===== config.mk =====
export PLATFORM = sky130hd
export DESIGN_NAME = wti_timer
export DESIGN_NICKNAME = d
export VERILOG_FILES = /design/src/wti_pkg.sv /design/src/wti_tick_gen.sv /design/src/wti_timer.sv
export VERILOG_INCLUDE_DIRS = /design/src
export SDC_FILE = /design/constraint.sdc
export NUM_CORES = 1
export LEC_CHECK = 0
export CORE_MARGIN = 2
export CORE_UTILIZATION = 44
export CTS_BUF_LIST = sky130_fd_sc_hd__clkbuf_8
export CTS_CLUSTER_SIZE = 8
export DETAILED_ROUTE_END_ITERATION = 8
export DONT_BUFFER_PORTS = 1
export HOLD_SLACK_MARGIN = 0.05
export SKIP_LAST_GASP = 1
export SYNTH_ARGS = -nofsm -noshare
export SYNTH_HDL_FRONTEND = slang
export SYNTH_HIERARCHICAL = 1
export SYNTH_SLANG_ARGS = --single-unit

===== constraint.sdc =====
create_clock -name clock -period 1.75 [get_ports clock]
set_input_delay 0 -clock clock [delete_from_list [all_inputs] [get_ports clock]]
set_output_delay 0 -clock clock [all_outputs]
set_load 0.01 [all_outputs]

===== src/wti_consts.svh =====
// Constants of the watch and interval timer.
// Assumes inclusion by bare name from every file that needs them.
`ifndef WTI_CONSTS_SVH
`define WTI_CONSTS_SVH

// Mode register field positions and reset value
`define WTI_INTERVAL_EN_BIT 0
`define WTI_WATCH_EN_BIT 1
`define WTI_WATCH_SEL_LO 2
`define WTI_WATCH_SEL_HI 3
`define WTI_INTERVAL_SEL_LO 4
`define WTI_INTERVAL_SEL_HI 6
`define WTI_CLOCK_SEL_BIT 7
`define WTI_MODE_RESET 8'h00

// Counter structure
`define WTI_PRE_DIV_LOG2 7
`define WTI_PRESCALER_W 11
`define WTI_WATCH_CNT_W 5
`define WTI_WATCH_TAP 9
`define WTI_INTERVAL_MIN_LOG2 4

`endif


===== src/wti_pkg.sv =====
// Types shared by the watch and interval timer.
// Assumes nothing of its surroundings.
`default_nettype none
package wti_pkg;
    typedef enum logic [1:0] {
        WTI_WATCH_P14 = 2'b00,
        WTI_WATCH_P13 = 2'b01,
        WTI_WATCH_P5 = 2'b10,
        WTI_WATCH_P4 = 2'b11
    } wti_watch_sel_t;
endpackage
`default_nettype wire


===== src/wti_tick_gen.sv =====
// Watch clock enable: one pulse per watch clock period.
// Assumes the subsystem clock is an asynchronous pin, much slower than clock.
`timescale 1ns/1ns
`default_nettype none
`include "wti_consts.svh"

module wti_tick_gen #(
    parameter int PRE_DIV_LOG2 = `WTI_PRE_DIV_LOG2
) (
    input wire logic clock,
    input wire logic reset_n,
    input wire logic sub_clock,
    input wire logic clock_sel,
    output logic tick
);
    logic [PRE_DIV_LOG2-1:0] div_reg;
    logic sync1_reg;
    logic sync2_reg;
    logic sync3_reg;

    generate
        if (PRE_DIV_LOG2 < 1 || PRE_DIV_LOG2 > 16) begin : g_chk
            $error("Prescale divider width out of range");
        end
    endgenerate

    always_ff @(posedge clock) begin
        if (!reset_n) begin
            div_reg <= '0;
        end else begin
            div_reg <= div_reg + 1'b1;
        end
    end

    // The second and third stages feed the edge detector
    always_ff @(posedge clock) begin
        if (!reset_n) begin
            sync1_reg <= 1'b0;
            sync2_reg <= 1'b0;
            sync3_reg <= 1'b0;
        end else begin
            sync1_reg <= sub_clock;
            sync2_reg <= sync1_reg;
            sync3_reg <= sync2_reg;
        end
    end

    always_ff @(posedge clock) begin
        if (!reset_n) begin
            tick <= 1'b0;
        end else if (clock_sel) begin
            tick <= sync2_reg & ~sync3_reg;
        end else begin
            tick <= &div_reg;
        end
    end
endmodule
`default_nettype wire


===== src/wti_timer.sv =====
// Watch timer with interval timer on a shared 11-bit prescaler.
// Assumes mode bits come from logic on clock; subsystem clock is a raw pin.
//
// Operation
// Watch interrupt repeats at a fixed interval from either clock source.
// Watch counts only with both enables set; clearing zeroes the 5-bit counter.
// Clearing only watch enable restarts watch from zero, interval keeps running.
// Zero-second start leaves the prescaler running; first watch interrupt may be early.
// Watch period select: 00=2^14, 01=2^13, 10=2^5, 11=2^4 watch clocks.
// Clock select 1 uses subsystem clock, 0 uses clock divided by 128.
// Software keeps mode bits 4 to 7 steady while counting.
// Interval interrupt repeats each time the selected interval elapses.
// Interval select in bits 4 to 6 picks 2^4 to 2^11 watch clocks.
// Interval enable starts the prescaler; clearing it stops it.
// Each interrupt is a single-cycle pulse at the counter overflow.
`timescale 1ns/1ns
`default_nettype none
`include "wti_consts.svh"

module wti_timer #(
    parameter int PRE_DIV_LOG2 = `WTI_PRE_DIV_LOG2
) (
    input wire logic clock,
    input wire logic reset_n,
    input wire logic sub_clock,
    input wire logic interval_count_en,
    input wire logic watch_count_en,
    input wire logic watch_period_sel_lo,
    input wire logic watch_period_sel_hi,
    input wire logic interval_sel_b0,
    input wire logic interval_sel_b1,
    input wire logic interval_sel_b2,
    input wire logic watch_clock_sel,
    output logic watch_irq,
    output logic interval_irq,
    output logic [`WTI_WATCH_CNT_W-1:0] watch_count,
    output logic [`WTI_PRESCALER_W-1:0] prescaler_count,
    output logic [7:0] watch_mode_reg
);
    localparam int PW = `WTI_PRESCALER_W;
    localparam int IMIN = `WTI_INTERVAL_MIN_LOG2;

    // Top interval tap reads the whole prescaler, the watch tap its low bits
    generate
        if (PW < IMIN + 7 || PW < `WTI_WATCH_TAP) begin : g_chk
            $error("Prescaler too narrow for the interval and watch taps");
        end
    endgenerate

    logic tick;
    logic interval_run;
    logic watch_run;
    logic pre_wrap9;
    logic [7:0] interval_tap;
    wti_pkg::wti_watch_sel_t watch_sel;
    logic [2:0] interval_sel;
    logic watch_fire;

    always_ff @(posedge clock) begin
        if (!reset_n) begin
            watch_mode_reg <= `WTI_MODE_RESET;
        end else begin
            watch_mode_reg <= {watch_clock_sel, interval_sel_b2, interval_sel_b1, interval_sel_b0,
                               watch_period_sel_hi, watch_period_sel_lo, watch_count_en,
                               interval_count_en};
        end
    end

    assign interval_run = watch_mode_reg[`WTI_INTERVAL_EN_BIT];
    assign watch_run = interval_run & watch_mode_reg[`WTI_WATCH_EN_BIT];
    assign watch_sel = wti_pkg::wti_watch_sel_t'(watch_mode_reg[`WTI_WATCH_SEL_HI:`WTI_WATCH_SEL_LO]);
    assign interval_sel = watch_mode_reg[`WTI_INTERVAL_SEL_HI:`WTI_INTERVAL_SEL_LO];

    wti_tick_gen #(
        .PRE_DIV_LOG2(PRE_DIV_LOG2)
    ) u_tick (
        .clock(clock),
        .reset_n(reset_n),
        .sub_clock(sub_clock),
        .clock_sel(watch_mode_reg[`WTI_CLOCK_SEL_BIT]),
        .tick(tick)
    );

    // Prescaler ignores the watch enable so the interval timer is undisturbed
    always_ff @(posedge clock) begin
        if (!reset_n) begin
            prescaler_count <= '0;
        end else if (!interval_run) begin
            prescaler_count <= '0;
        end else if (tick) begin
            prescaler_count <= prescaler_count + 1'b1;
        end
    end

    // One overflow tap per interval code, 2^4 up to 2^11
    genvar gi;
    generate
        for (gi = 0; gi < 8; gi++) begin : g_tap
            assign interval_tap[gi] = tick & (&prescaler_count[gi+IMIN-1:0]);
        end
    endgenerate

    assign pre_wrap9 = tick & (&prescaler_count[`WTI_WATCH_TAP-1:0]);

    always_ff @(posedge clock) begin
        if (!reset_n) begin
            watch_count <= '0;
        end else if (!watch_run) begin
            watch_count <= '0;
        end else if (pre_wrap9) begin
            watch_count <= watch_count + 1'b1;
        end
    end

    always_comb begin
        case (watch_sel)
            wti_pkg::WTI_WATCH_P14: watch_fire = pre_wrap9 & (&watch_count);
            wti_pkg::WTI_WATCH_P13: watch_fire = pre_wrap9 & (&watch_count[3:0]);
            wti_pkg::WTI_WATCH_P5: watch_fire = interval_tap[1];
            wti_pkg::WTI_WATCH_P4: watch_fire = interval_tap[0];
            default: watch_fire = 1'b0;
        endcase
    end

    // Gated by watch_run again: the short periods use taps that run without it
    always_ff @(posedge clock) begin
        if (!reset_n) begin
            watch_irq <= 1'b0;
        end else begin
            watch_irq <= watch_run & watch_fire;
        end
    end

    always_ff @(posedge clock) begin
        if (!reset_n) begin
            interval_irq <= 1'b0;
        end else begin
            interval_irq <= interval_run & interval_tap[interval_sel];
        end
    end

    watch_pulse_a: assert property (@(posedge clock) disable iff (!reset_n)
        watch_irq |=> !watch_irq)
        else $error("Watch interrupt longer than one cycle");

    interval_pulse_a: assert property (@(posedge clock) disable iff (!reset_n)
        interval_irq |=> !interval_irq)
        else $error("Interval interrupt longer than one cycle");

    watch_stop_a: assert property (@(posedge clock) disable iff (!reset_n)
        !watch_run |=> watch_count == '0)
        else $error("Watch counter not cleared when stopped");

    interval_stop_a: assert property (@(posedge clock) disable iff (!reset_n)
        !interval_run |=> prescaler_count == '0 && !interval_irq)
        else $error("Prescaler running while interval disabled");

    prescaler_keep_a: assert property (@(posedge clock) disable iff (!reset_n)
        interval_run && tick |=> prescaler_count == $past(prescaler_count) + 1'b1)
        else $error("Prescaler disturbed during count");

    interval_phase_a: assert property (@(posedge clock) disable iff (!reset_n)
        interval_irq && $stable(interval_sel) |-> prescaler_count[3:0] == 4'h0 &&
            ((prescaler_count >> (4'(interval_sel) + 4'h4)) << (4'(interval_sel) + 4'h4)) == prescaler_count)
        else $error("Interval interrupt off its period");

    watch_long_a: assert property (@(posedge clock) disable iff (!reset_n)
        watch_irq && watch_sel == wti_pkg::WTI_WATCH_P14 && $stable(watch_mode_reg)
            |-> watch_count == '0 && prescaler_count[8:0] == 9'h000)
        else $error("Watch period 2^14 misaligned");

    watch_short_a: assert property (@(posedge clock) disable iff (!reset_n)
        watch_irq && watch_sel == wti_pkg::WTI_WATCH_P4 && $stable(watch_mode_reg)
            |-> prescaler_count[3:0] == 4'h0)
        else $error("Watch period 2^4 misaligned");

    watch_cause_a: assert property (@(posedge clock) disable iff (!reset_n)
        watch_irq |-> $past(watch_run) && $past(tick))
        else $error("Watch interrupt without a watch clock tick");

    tick_div_a: assert property (@(posedge clock) disable iff (!reset_n)
        tick && !watch_mode_reg[`WTI_CLOCK_SEL_BIT] && $stable(watch_mode_reg) |=> !tick)
        else $error("Divided watch clock tick too wide");

    tick_sub_a: assert property (@(posedge clock) disable iff (!reset_n)
        tick && watch_mode_reg[`WTI_CLOCK_SEL_BIT] && $stable(watch_mode_reg) |=> !tick)
        else $error("Subsystem clock tick too wide");

    // Between ticks both counters must hold their value
    interval_hold_a: assert property (@(posedge clock) disable iff (!reset_n)
        interval_run && !tick |=> prescaler_count == $past(prescaler_count))
        else $error("Prescaler moved without a tick");

    watch_hold_a: assert property (@(posedge clock) disable iff (!reset_n)
        watch_run && !pre_wrap9 |=> watch_count == $past(watch_count))
        else $error("Watch counter moved without a prescaler wrap");

    watch_step_a: assert property (@(posedge clock) disable iff (!reset_n)
        watch_run && pre_wrap9 |=> watch_count == $past(watch_count) + 1'b1)
        else $error("Watch counter missed a prescaler wrap");

    // Zero-second start: watch held at zero while the prescaler still steps
    zero_start_a: assert property (@(posedge clock) disable iff (!reset_n)
        interval_run && !watch_mode_reg[`WTI_WATCH_EN_BIT] && tick
            |=> watch_count == '0 && prescaler_count == $past(prescaler_count) + 1'b1)
        else $error("Zero-second start disturbed the interval timer");

    watch_gate_a: assert property (@(posedge clock) disable iff (!reset_n)
        !watch_run |=> !watch_irq)
        else $error("Watch interrupt while watch stopped");

    interval_fire_a: assert property (@(posedge clock) disable iff (!reset_n)
        interval_run && interval_tap[interval_sel] |=> interval_irq)
        else $error("Interval interrupt missed at its tap");

    watch_mid_a: assert property (@(posedge clock) disable iff (!reset_n)
        watch_irq && watch_sel == wti_pkg::WTI_WATCH_P13 && $stable(watch_mode_reg)
            |-> watch_count[3:0] == 4'h0 && prescaler_count[8:0] == 9'h000)
        else $error("Watch period 2^13 misaligned");

    watch_fast_a: assert property (@(posedge clock) disable iff (!reset_n)
        watch_irq && watch_sel == wti_pkg::WTI_WATCH_P5 && $stable(watch_mode_reg)
            |-> prescaler_count[4:0] == 5'h00)
        else $error("Watch period 2^5 misaligned");
endmodule
`default_nettype wire

# Word level (Yosys, flattened, before mapping)
# Index checks and enable logic that the tools add are counted.
# Widths: inputs -> output; s select.
[totals]
register_bits = 37
out_inout_bits = 26
elab_cells = 50
[classes]
n_addsub = 3
magnitude_cmp = 1
eq_ne = 3
mux = 4
bitwise_logic = 15
n_reduce_logical = 14
[op_table]
columns = ["operator", "count"]
rows = [
  ["$and 1x1->1", 14],
  ["$reduce_and 7->1", 2],
  ["$add 11x1->11 const B", 1],
  ["$reduce_and 11->1", 1],
  ["$reduce_and 10->1", 1],
  ["$reduce_and 5->1", 2],
  ["$reduce_and 9->1", 1],
  ["$reduce_and 4->1", 2],
  ["$reduce_and 8->1", 1],
  ["$add 7x1->7 const B", 1],
  ["$reduce_and 6->1", 1],
  ["$add 5x1->5 const B", 1],
  ["$eq 2x2->1 const B", 2],
  ["$lt 3x4->1 const B", 1],
  ["$pmux 1 s4", 1],
  ["$reduce_and 2->1", 2],
  ["$bmux 1 s3", 1],
  ["$eq 2x1->1 const B", 1],
  ["$logic_not 2->1", 1],
  ["$mux 1", 2],
  ["$not 1->1", 1],
]

# Logic depth before layout (Yosys ltp)
# Gate-level depths: netlist of run 1.
[logic_depth]
ltp_word = 5
depth_mapped = 8

# Modules after synthesis
# The synthesis of run 1 kept the hierarchy.
[by_module_without_submodules]
columns = ["mod", "instances", "cells_each", "area_each_um2"]
rows = [
  ["wti_timer", 1, 118, 1106.1],
  ["wti_tick_gen", 1, 38, 394.1],
]

# Worst setup path after synthesis of run 1
# No wires, ideal clock.
[synth_timing]
path_kind = "reg-to-reg"
startpoint = "register prescaler_count[0]"
endpoint = "register watch_count[3]"
arrival_ns = 1.646
required_ns = 1.679
setup_slack_ns = 0.033
path_stages_with_launch = 8
period_less_slack_ns = 1.717
cell_sequence = "dfxtp_1 ha_1 nand3_1 nor2_1 ha_1 nand2_1 or3_1 a21oi_1"
[synth_via]
elab_chain_cells = 2
[synth_lines]
columns = ["element", "line_no", "source"]
rows = [
  ["from (decl)", "wti_timer.sv:37", "output logic [`WTI_PRESCALER_W-1:0] prescaler_count,"],
  ["from (signal assigned)", "wti_timer.sv:91", "prescaler_count <= prescaler_count + 1'b1;"],
  ["$reduce_and 9->1", "wti_timer.sv:103", "assign pre_wrap9 = tick & (&prescaler_count[`WTI_WATCH_TAP-1:0]);"],
  ["$and 1x1->1", "wti_timer.sv:103", ""],
  ["to (signal assigned)", "wti_timer.sv:111", "watch_count <= watch_count + 1'b1;"],
  ["to (decl)", "wti_timer.sv:36", "output logic [`WTI_WATCH_CNT_W-1:0] watch_count,"],
]
# Every way passes these cells.
# A chain may end at the register's enable or synchronous reset.

# Worst setup path in the final report of run 1
[layout_timing]
startpoint = "register prescaler_count[1]"
endpoint = "register watch_count[3]"
# Same word-level chain as after synthesis.

==> reports/results.tsv, run 1 <==
stage	metric	value	unit
critical_path	worstPathMaxFanout	4	
synthesis	async_reset_ff_share	0	%
cells_and_area	areaGrowthSynthToFinish	26.1	%
drt	num_vias	1198	
cells_and_area	drive_gt1_share	18.3	%
power_and_ir_drop	internal_power	1360	µW
clock_network	clock_path_buffers	2	
power_and_ir_drop	p_per_area	899	nW/µm²
cells_and_area	largest_reg_flops	11	
global_route	grt_first_pass_wirelength	5160	µm
status	outcome	completed	
floorplan	fp-row-count	21	
critical_path	cp_cell_sequence	ha_2 > nand3_2 > nor2_2 > ha_1 > nand2_1 > or3_1 > a21oi_1	
floorplan	core	3310	µm²
drt	met2WireLength	1730	µm
synthesis	ys_top_cells_by_area	dfxtp_1 (49%), and2_1 (6.3%), ha_1 (5.0%)	
synthesis	synthFlopType	dfxtp_1	
sta	slew-limit-headroom	67.4	%
global_route	grt_max_degree	21	
sta	slew_viol_final	0	
synthesis	synth_seq_cells	37	
power_and_ir_drop	switching_power	344	µW
clock_network	cts_tree	built	
placed_design	port_buffers	0	
global_route	grt_pass1_vias	1174	
min_path	hp-class	primary input to flip-flop	
sta	grt_setup_unrepaired	false	
global_route	grt.overflow.total	0	
cells_and_area	final_common_cell	dfxtp_1	
critical_path	path_class	flip-flop to flip-flop	
power_and_ir_drop	finalPower	1700	µW
drt	wirelength	3190	µm
cells_and_area	stdcell_count	232	
drt	postRouteAntennaNets	0	
critical_path	required	1.96	ns
clock_network	cts_max_level	2	
synthesis	synth.distinct_cells	35	
floorplan	die_w	62.4	µm
cells_and_area	final_cell_mix	dfxtp_1 (37), and2_1 (15), nor2_1 (15), buf_4 (15), nand2_1 (13)	
critical_path	max_stage_delay	0.38	ns
critical_path	startpoint_type	flip-flop	
floorplan	start_util	45.3	%
clock_network	cts_sinks	37	
cells_and_area	fillers	307	
critical_path	path_delay_family	simple AND/OR/NAND/NOR gates	
drt	viasPerCell	5.16	
sta	fin_crit_sh	93.7	%
cells_and_area	layout.nets	202	
clock_network	cts_root_buffer	clkbuf_8	
power_and_ir_drop	power.leakage	0.000734	µW
power_and_ir_drop	p_clk_share	44.9	%
sta	fin_crit	1.64	ns
sta	worstMarginPinSlew	0.488	ns
clock_network	numCtsBuffers	5	
drt	wl_met3	151	µm
drt	drc	0	
power_and_ir_drop	p_comb_share	3.3	%
floorplan	die-area	3890	µm²
drt	wl_per_cell	13.8	µm
floorplan	die_h	62.4	µm
synthesis	synth_top_cell_by_area	dfxtp_1	
drt	drtIter0Drc	60	
synthesis	synthesis.nets	173	
sta	finalHoldViolCount	0	
cells_and_area	antennaDiodeCount	0	
floorplan	io_pins	37	
clock_network	clkTransAtPathRegs	0.08	ns
power_and_ir_drop	power_frac_seq	51.9	%
sta	fin_skew	0.00623	ns
critical_path	cp.buffers_inverters	0	
synthesis	ys_seq_area_share	49.4	%
sta	fmaxAchievable	610	MHz
power_and_ir_drop	switching_share	20.2	%
drt	drt-met1-wl	1290	µm
critical_path	arrival	1.85	ns
power_and_ir_drop	peakVddDrop	0.000737	V
clock_network	clkLatencyLatePin	0.28	ns
drt	dr.pass1.iters	4	
job	maxCapViolCount	0	
synthesis	synth_edf_count	0	
placed_design	dp_hpwl	2230	µm
sta	finalSetupViolCount	0	
global_route	grt_antenna_before_repair	0	
synthesis	synth_area	1500	µm²
critical_path	crit_path_end_kind	flip-flop	
placed_design	dp.cells	213	
global_route	grt_usage	16.4	%
synthesis	syn_inst	156	
drt	highest_layer	met4	
sta	tns	0	ns
placed_design	gp_congestion	0.745	
synthesis	yosysTopAreaCellShare	49.4	%
synthesis	yosys_warnings	6	
critical_path	critPathSlowestCell	or3_1	
synthesis	syn-mean-instance-area	9.62	µm²
## power by group through the flow
stage                     logic, µW  clock network [µW]  registers, µW
after floorplan                28.6                   0            897
after global placement         31.7                   0            901
after detailed placement       32.8                   0            902
after CTS                      54.7                 776            882
after global routing           61.7                 800            884
final                          55.3                 764            882
## worst reg2reg max path, stage by stage, from the launching register on
cell and delay [ns]:
dfxtp_1 0.34, ha_2 0.21, nand3_2 0.12, nor2_2 0.12, ha_1 0.16, nand2_1 0.09
or3_1 0.38, a21oi_1 0.16
## Yosys cell counts (2+ instances only)
| library cell | n |
|---|---|
| dfxtp_1 | 37 |
| nor2_1 | 16 |
| and2_1 | 15 |
| nand2_1 | 13 |
| nand3_1 | 11 |
| xor2_1 | 8 |
| ha_1 | 6 |
| xnor2_1 | 5 |
| a21oi_1 | 4 |
| o21ai_0 | 4 |
| mux2i_1 | 3 |
| nor2b_1 | 3 |
| or3_1 | 3 |
| a22oi_1 | 2 |
| clkbuf_1 | 2 |
| mux2_2 | 2 |
| nand4_1 | 2 |
| nor3_1 | 2 |
| nor4_1 | 2 |
## kinds of logic (layout without fill, tap and decap cells)
logic type / after synthesis / count (layout) / synth area share (%)
AO/OA/AOI/OAI: 12 / 12 / 4.67
XOR/XNOR: 13 / 13 / 7.59
adder cells (fa/ha/maj): 6 / 6 / 5.00
buffers and inverters: 4 / 34 / 1.08
flip-flops: 37 / 37 / 49.4
multiplexers: 5 / 5 / 3.50
AND/OR/NAND/NOR: 79 / 79 / 28.8
## final cells by class
cell class	count	area [µm²]	area share (%)
clock inverter	2	37.5	1.98
timing repair buffer	25	213	11.2
inverter	1	3.75	0.198
clock buffer	6	82.6	4.37
sequential	37	741	39.2
tap	46	57.6	3.04
multi-input combinational	115	757	40.0
## through the flow
step | hold WS (ns) | instance area [µm²] | setup slack, ns | util (%)
after floorplan | 0.122 | 1500 | 0.0328 | -
after global routing | 0.122 | 1890 | 0.00442 | 57.1
after CTS | 0.0955 | 1870 | 0.0856 | 56.5
final | 0.0880 | 1890 | 0.110 | 57.1
after global placement | 0.125 | 1650 | 0.181 | 49.8
after detailed placement | 0.127 | 1650 | 0.108 | 49.8
## path summary, 6_finish.rpt
check	startpoint	endpoint	slack (ns)	depth (start not counted)
max	prescaler_count[1]	watch_count[3]	0.11	7
min	reset_n	prescaler_count[7]	0.09	2
max reg2reg	prescaler_count[1]	watch_count[3]	0.11	7
min reg2reg	u_tick/sync1_reg	u_tick/sync2_reg	0.44	1
## repair_timing
action                                  in CTS  in global routing
hold endpoints to repair                    25                  0
hold buffers                                10                  0
setup buffers                                0                  1
endpoints found under the setup margin       0                  3
gates resized for setup                      0                  5
## metal layers
| metal | vias to the layer above | track usage [%] |
|---|---|---|
| met1 | 586 | 17.4 |
| met3 | 2 | 5.59 |
| met5 | - | 0 |
| li1 | 589 | - |
| met2 | 21 | 30.6 |
| met4 | 0 | 5.00 |
Note: power is estimated with default switching activity, not from simulation.
==> run 2, diff against run 1 <==
==> constraint.sdc (replaced) <==
create_clock -name clock -period 1.75 [get_ports clock]
set_input_delay 0 -clock clock [delete_from_list [all_inputs] [get_ports clock]]
set_output_delay 0 -clock clock [all_outputs]
set_load 0.05 [all_outputs]
==> reports/results.tsv, run 2 (same netlist as run 1, synthesis figures left out) <==
stage	metric	value	unit	change
cells_and_area	layout.nets	212		+5.0%
cells_and_area	areaGrowthSynthToFinish	32.4	%	
sta	fin_crit_sh	95.6	%	+1.9 points
global_route	grt.overflow.total	0		unchanged
clock_network	clock_path_buffers	2		unchanged
clock_network	cts_tree	built		
min_path	hp-class	primary input to flip-flop		
global_route	grt_pass1_vias	1194		+1.7%
placed_design	post_dp_cell_area	1750	µm²	+5.9%
sta	worstMarginPinSlew	0.528	ns	+0.0399 ns
clock_network	cts_root_buffer	clkbuf_8		
sta	finalSetupViolCount	0		unchanged
floorplan	die-area	3890	µm²	unchanged
clock_network	clkLatencyLatePin	0.28	ns	about the same
sta	fin_skew	0.00237	ns	-0.00386 ns
floorplan	core	3310	µm²	unchanged
global_route	grt_usage	17.2	%	+0.82 points
critical_path	max_stage_delay	0.39	ns	about the same
power_and_ir_drop	peakVddDrop	0.000526	V	-29%
critical_path	worst_path_most_repeated_cell	ha_2		
drt	postRouteAntennaNets	0		unchanged
placed_design	port_buffers	0		unchanged
clock_network	cts_sinks	37		unchanged
clock_network	numCtsBuffers	5		unchanged
critical_path	cp_cell_sequence	ha_2 > nand3_4 > nor2_2 > ha_2 > nand2_2 > or3_4 > a21oi_2		
cells_and_area	largest_reg_flops	11		unchanged
sta	slew-limit-headroom	64.8	%	-2.6 points
global_route	grt_first_pass_wirelength	5220	µm	+1.2%
placed_design	dp_hpwl	2260	µm	+1.1%
critical_path	path_class	flip-flop to flip-flop		
clock_network	clkTransAtPathRegs	0.07	ns	about the same
critical_path	arrival	1.89	ns	+0.04 ns
clock_network	cts_max_level	2		unchanged
floorplan	die_h	62.4	µm	unchanged
placed_design	dp.cells	223		+4.7%
cells_and_area	drive_gt1_share	27.0	%	+8.8 points
sta	fin_crit	1.67	ns	+0.0335 ns
drt	viasPerCell	4.99		-3.3%
critical_path	required	1.97	ns	about the same
cells_and_area	antennaDiodeCount	0		unchanged
floorplan	die_w	62.4	µm	unchanged
cells_and_area	stdcell_count	242		+4.3%
sta	fmaxAchievable	598	MHz	-2.0%
sta	tns	0	ns	unchanged
status	outcome	completed		
power_and_ir_drop	finalPower	1670	µW	-1.5%
drt	num_vias	1208		+0.83%
sta	finalHoldViolCount	0		unchanged
placed_design	gp_congestion	0.834		+12%
critical_path	crit_path_end_kind	flip-flop		
sta	grt_setup_unrepaired	false		
floorplan	start_util	45.3	%	unchanged
drt	drtIter0Drc	58		-3.3%
sta	slew_viol_final	0		unchanged
global_route	grt_max_degree	21		unchanged
cells_and_area	final_common_cell	dfxtp_1		
job	maxCapViolCount	0		unchanged
drt	wirelength	3160	µm	-0.88%
cells_and_area	final_cell_mix	dfxtp_1 (29), buf_4 (25), and2_1 (15), nor2_1 (15), nand2_1 (12)		
critical_path	worstPathMaxFanout	6		+2
floorplan	io_pins	37		unchanged
cells_and_area	finalInstanceArea	1990	µm²	+5.0%
critical_path	critPathSlowestCell	or3_4		
floorplan	fp-row-count	21		unchanged
drt	drc	0		unchanged
drt	dr.pass1.iters	4		unchanged
power_and_ir_drop	power.leakage	0.000792	µW	+7.9%
drt	wl_per_cell	13.1	µm	-5.0%
power_and_ir_drop	p_per_area	843	nW/µm²	-6.2%
global_route	grt_antenna_before_repair	0		unchanged
critical_path	startpoint_type	flip-flop		
## run 2: cell types whose count changed in the layout (fill, tap and decap cells not counted), sizes merged
cell	before	now
buf	15	25
clkbuf	6	5
clkinv	0	1
clkinvlp	1	0
inv	1	2
## run 2: where the power goes
part           switching (µW)  internal, µW  total (µW)
Sequential               19.3           858         877
Combinational            56.9          42.9        99.8
Clock                     284           414         698
Total                     360          1310        1670
## run 2: what timing repair did
item | in CTS | in global routing
endpoints found under the setup margin | 0 | 2
gates resized for setup | 0 | 6
hold buffers | 10 | 0
hold endpoints to repair | 25 | 0
buffers inserted | 0 | 1
## run 2: path summary, 6_finish.rpt
kind         depth (start not counted)  slack (ns)               start                  to
max                                  7        0.08  prescaler_count[1]      watch_count[3]
min                                  2        0.13             reset_n  prescaler_count[0]
max reg2reg                          7        0.08  prescaler_count[1]      watch_count[3]
min reg2reg                          1        0.45    u_tick/sync1_reg    u_tick/sync2_reg
## run 2: layout make-up
cell class | instances | area [µm²]
tap | 46 | 57.6
clock buffer | 5 | 68.8
clock inverter | 3 | 37.5
multi-input combinational | 115 | 774
inverter | 1 | 3.75
timing repair buffer | 35 | 288
sequential | 37 | 756
fill | 311 | 1330
## run 2: routing by layer
metal / vias to the layer above / GRT usage (%) / wire length (µm)
met5: - / 0 / 0
met4: 0 / 7.50 / 57
met3: 4 / 6.31 / 181
met2: 29 / 29.9 / 1540
met1: 563 / 18.9 / 1380
li1: 612 / - / -
## run 2: worst max-delay path, delay by kind of cell, from the launching register on
family / cells / cell delay (ns)
AO/OA/AOI/OAI: 1 / 0.14
AND/OR/NAND/NOR: 4 / 0.70
adder cells (fa/ha/maj): 2 / 0.42
flip-flops: 1 / 0.35
## run 2: per-stage QoR
stage,worst slack (ns),utilization [%],hold slack [ns]
floorplan,0.0241,-,0.122
global placement,0.0958,52.8,0.124
detailed placement,0.0217,52.8,0.125
CTS,0.00152,59.0,0.138
global route,0.00134,60.0,0.155
finish,0.0768,60.0,0.135
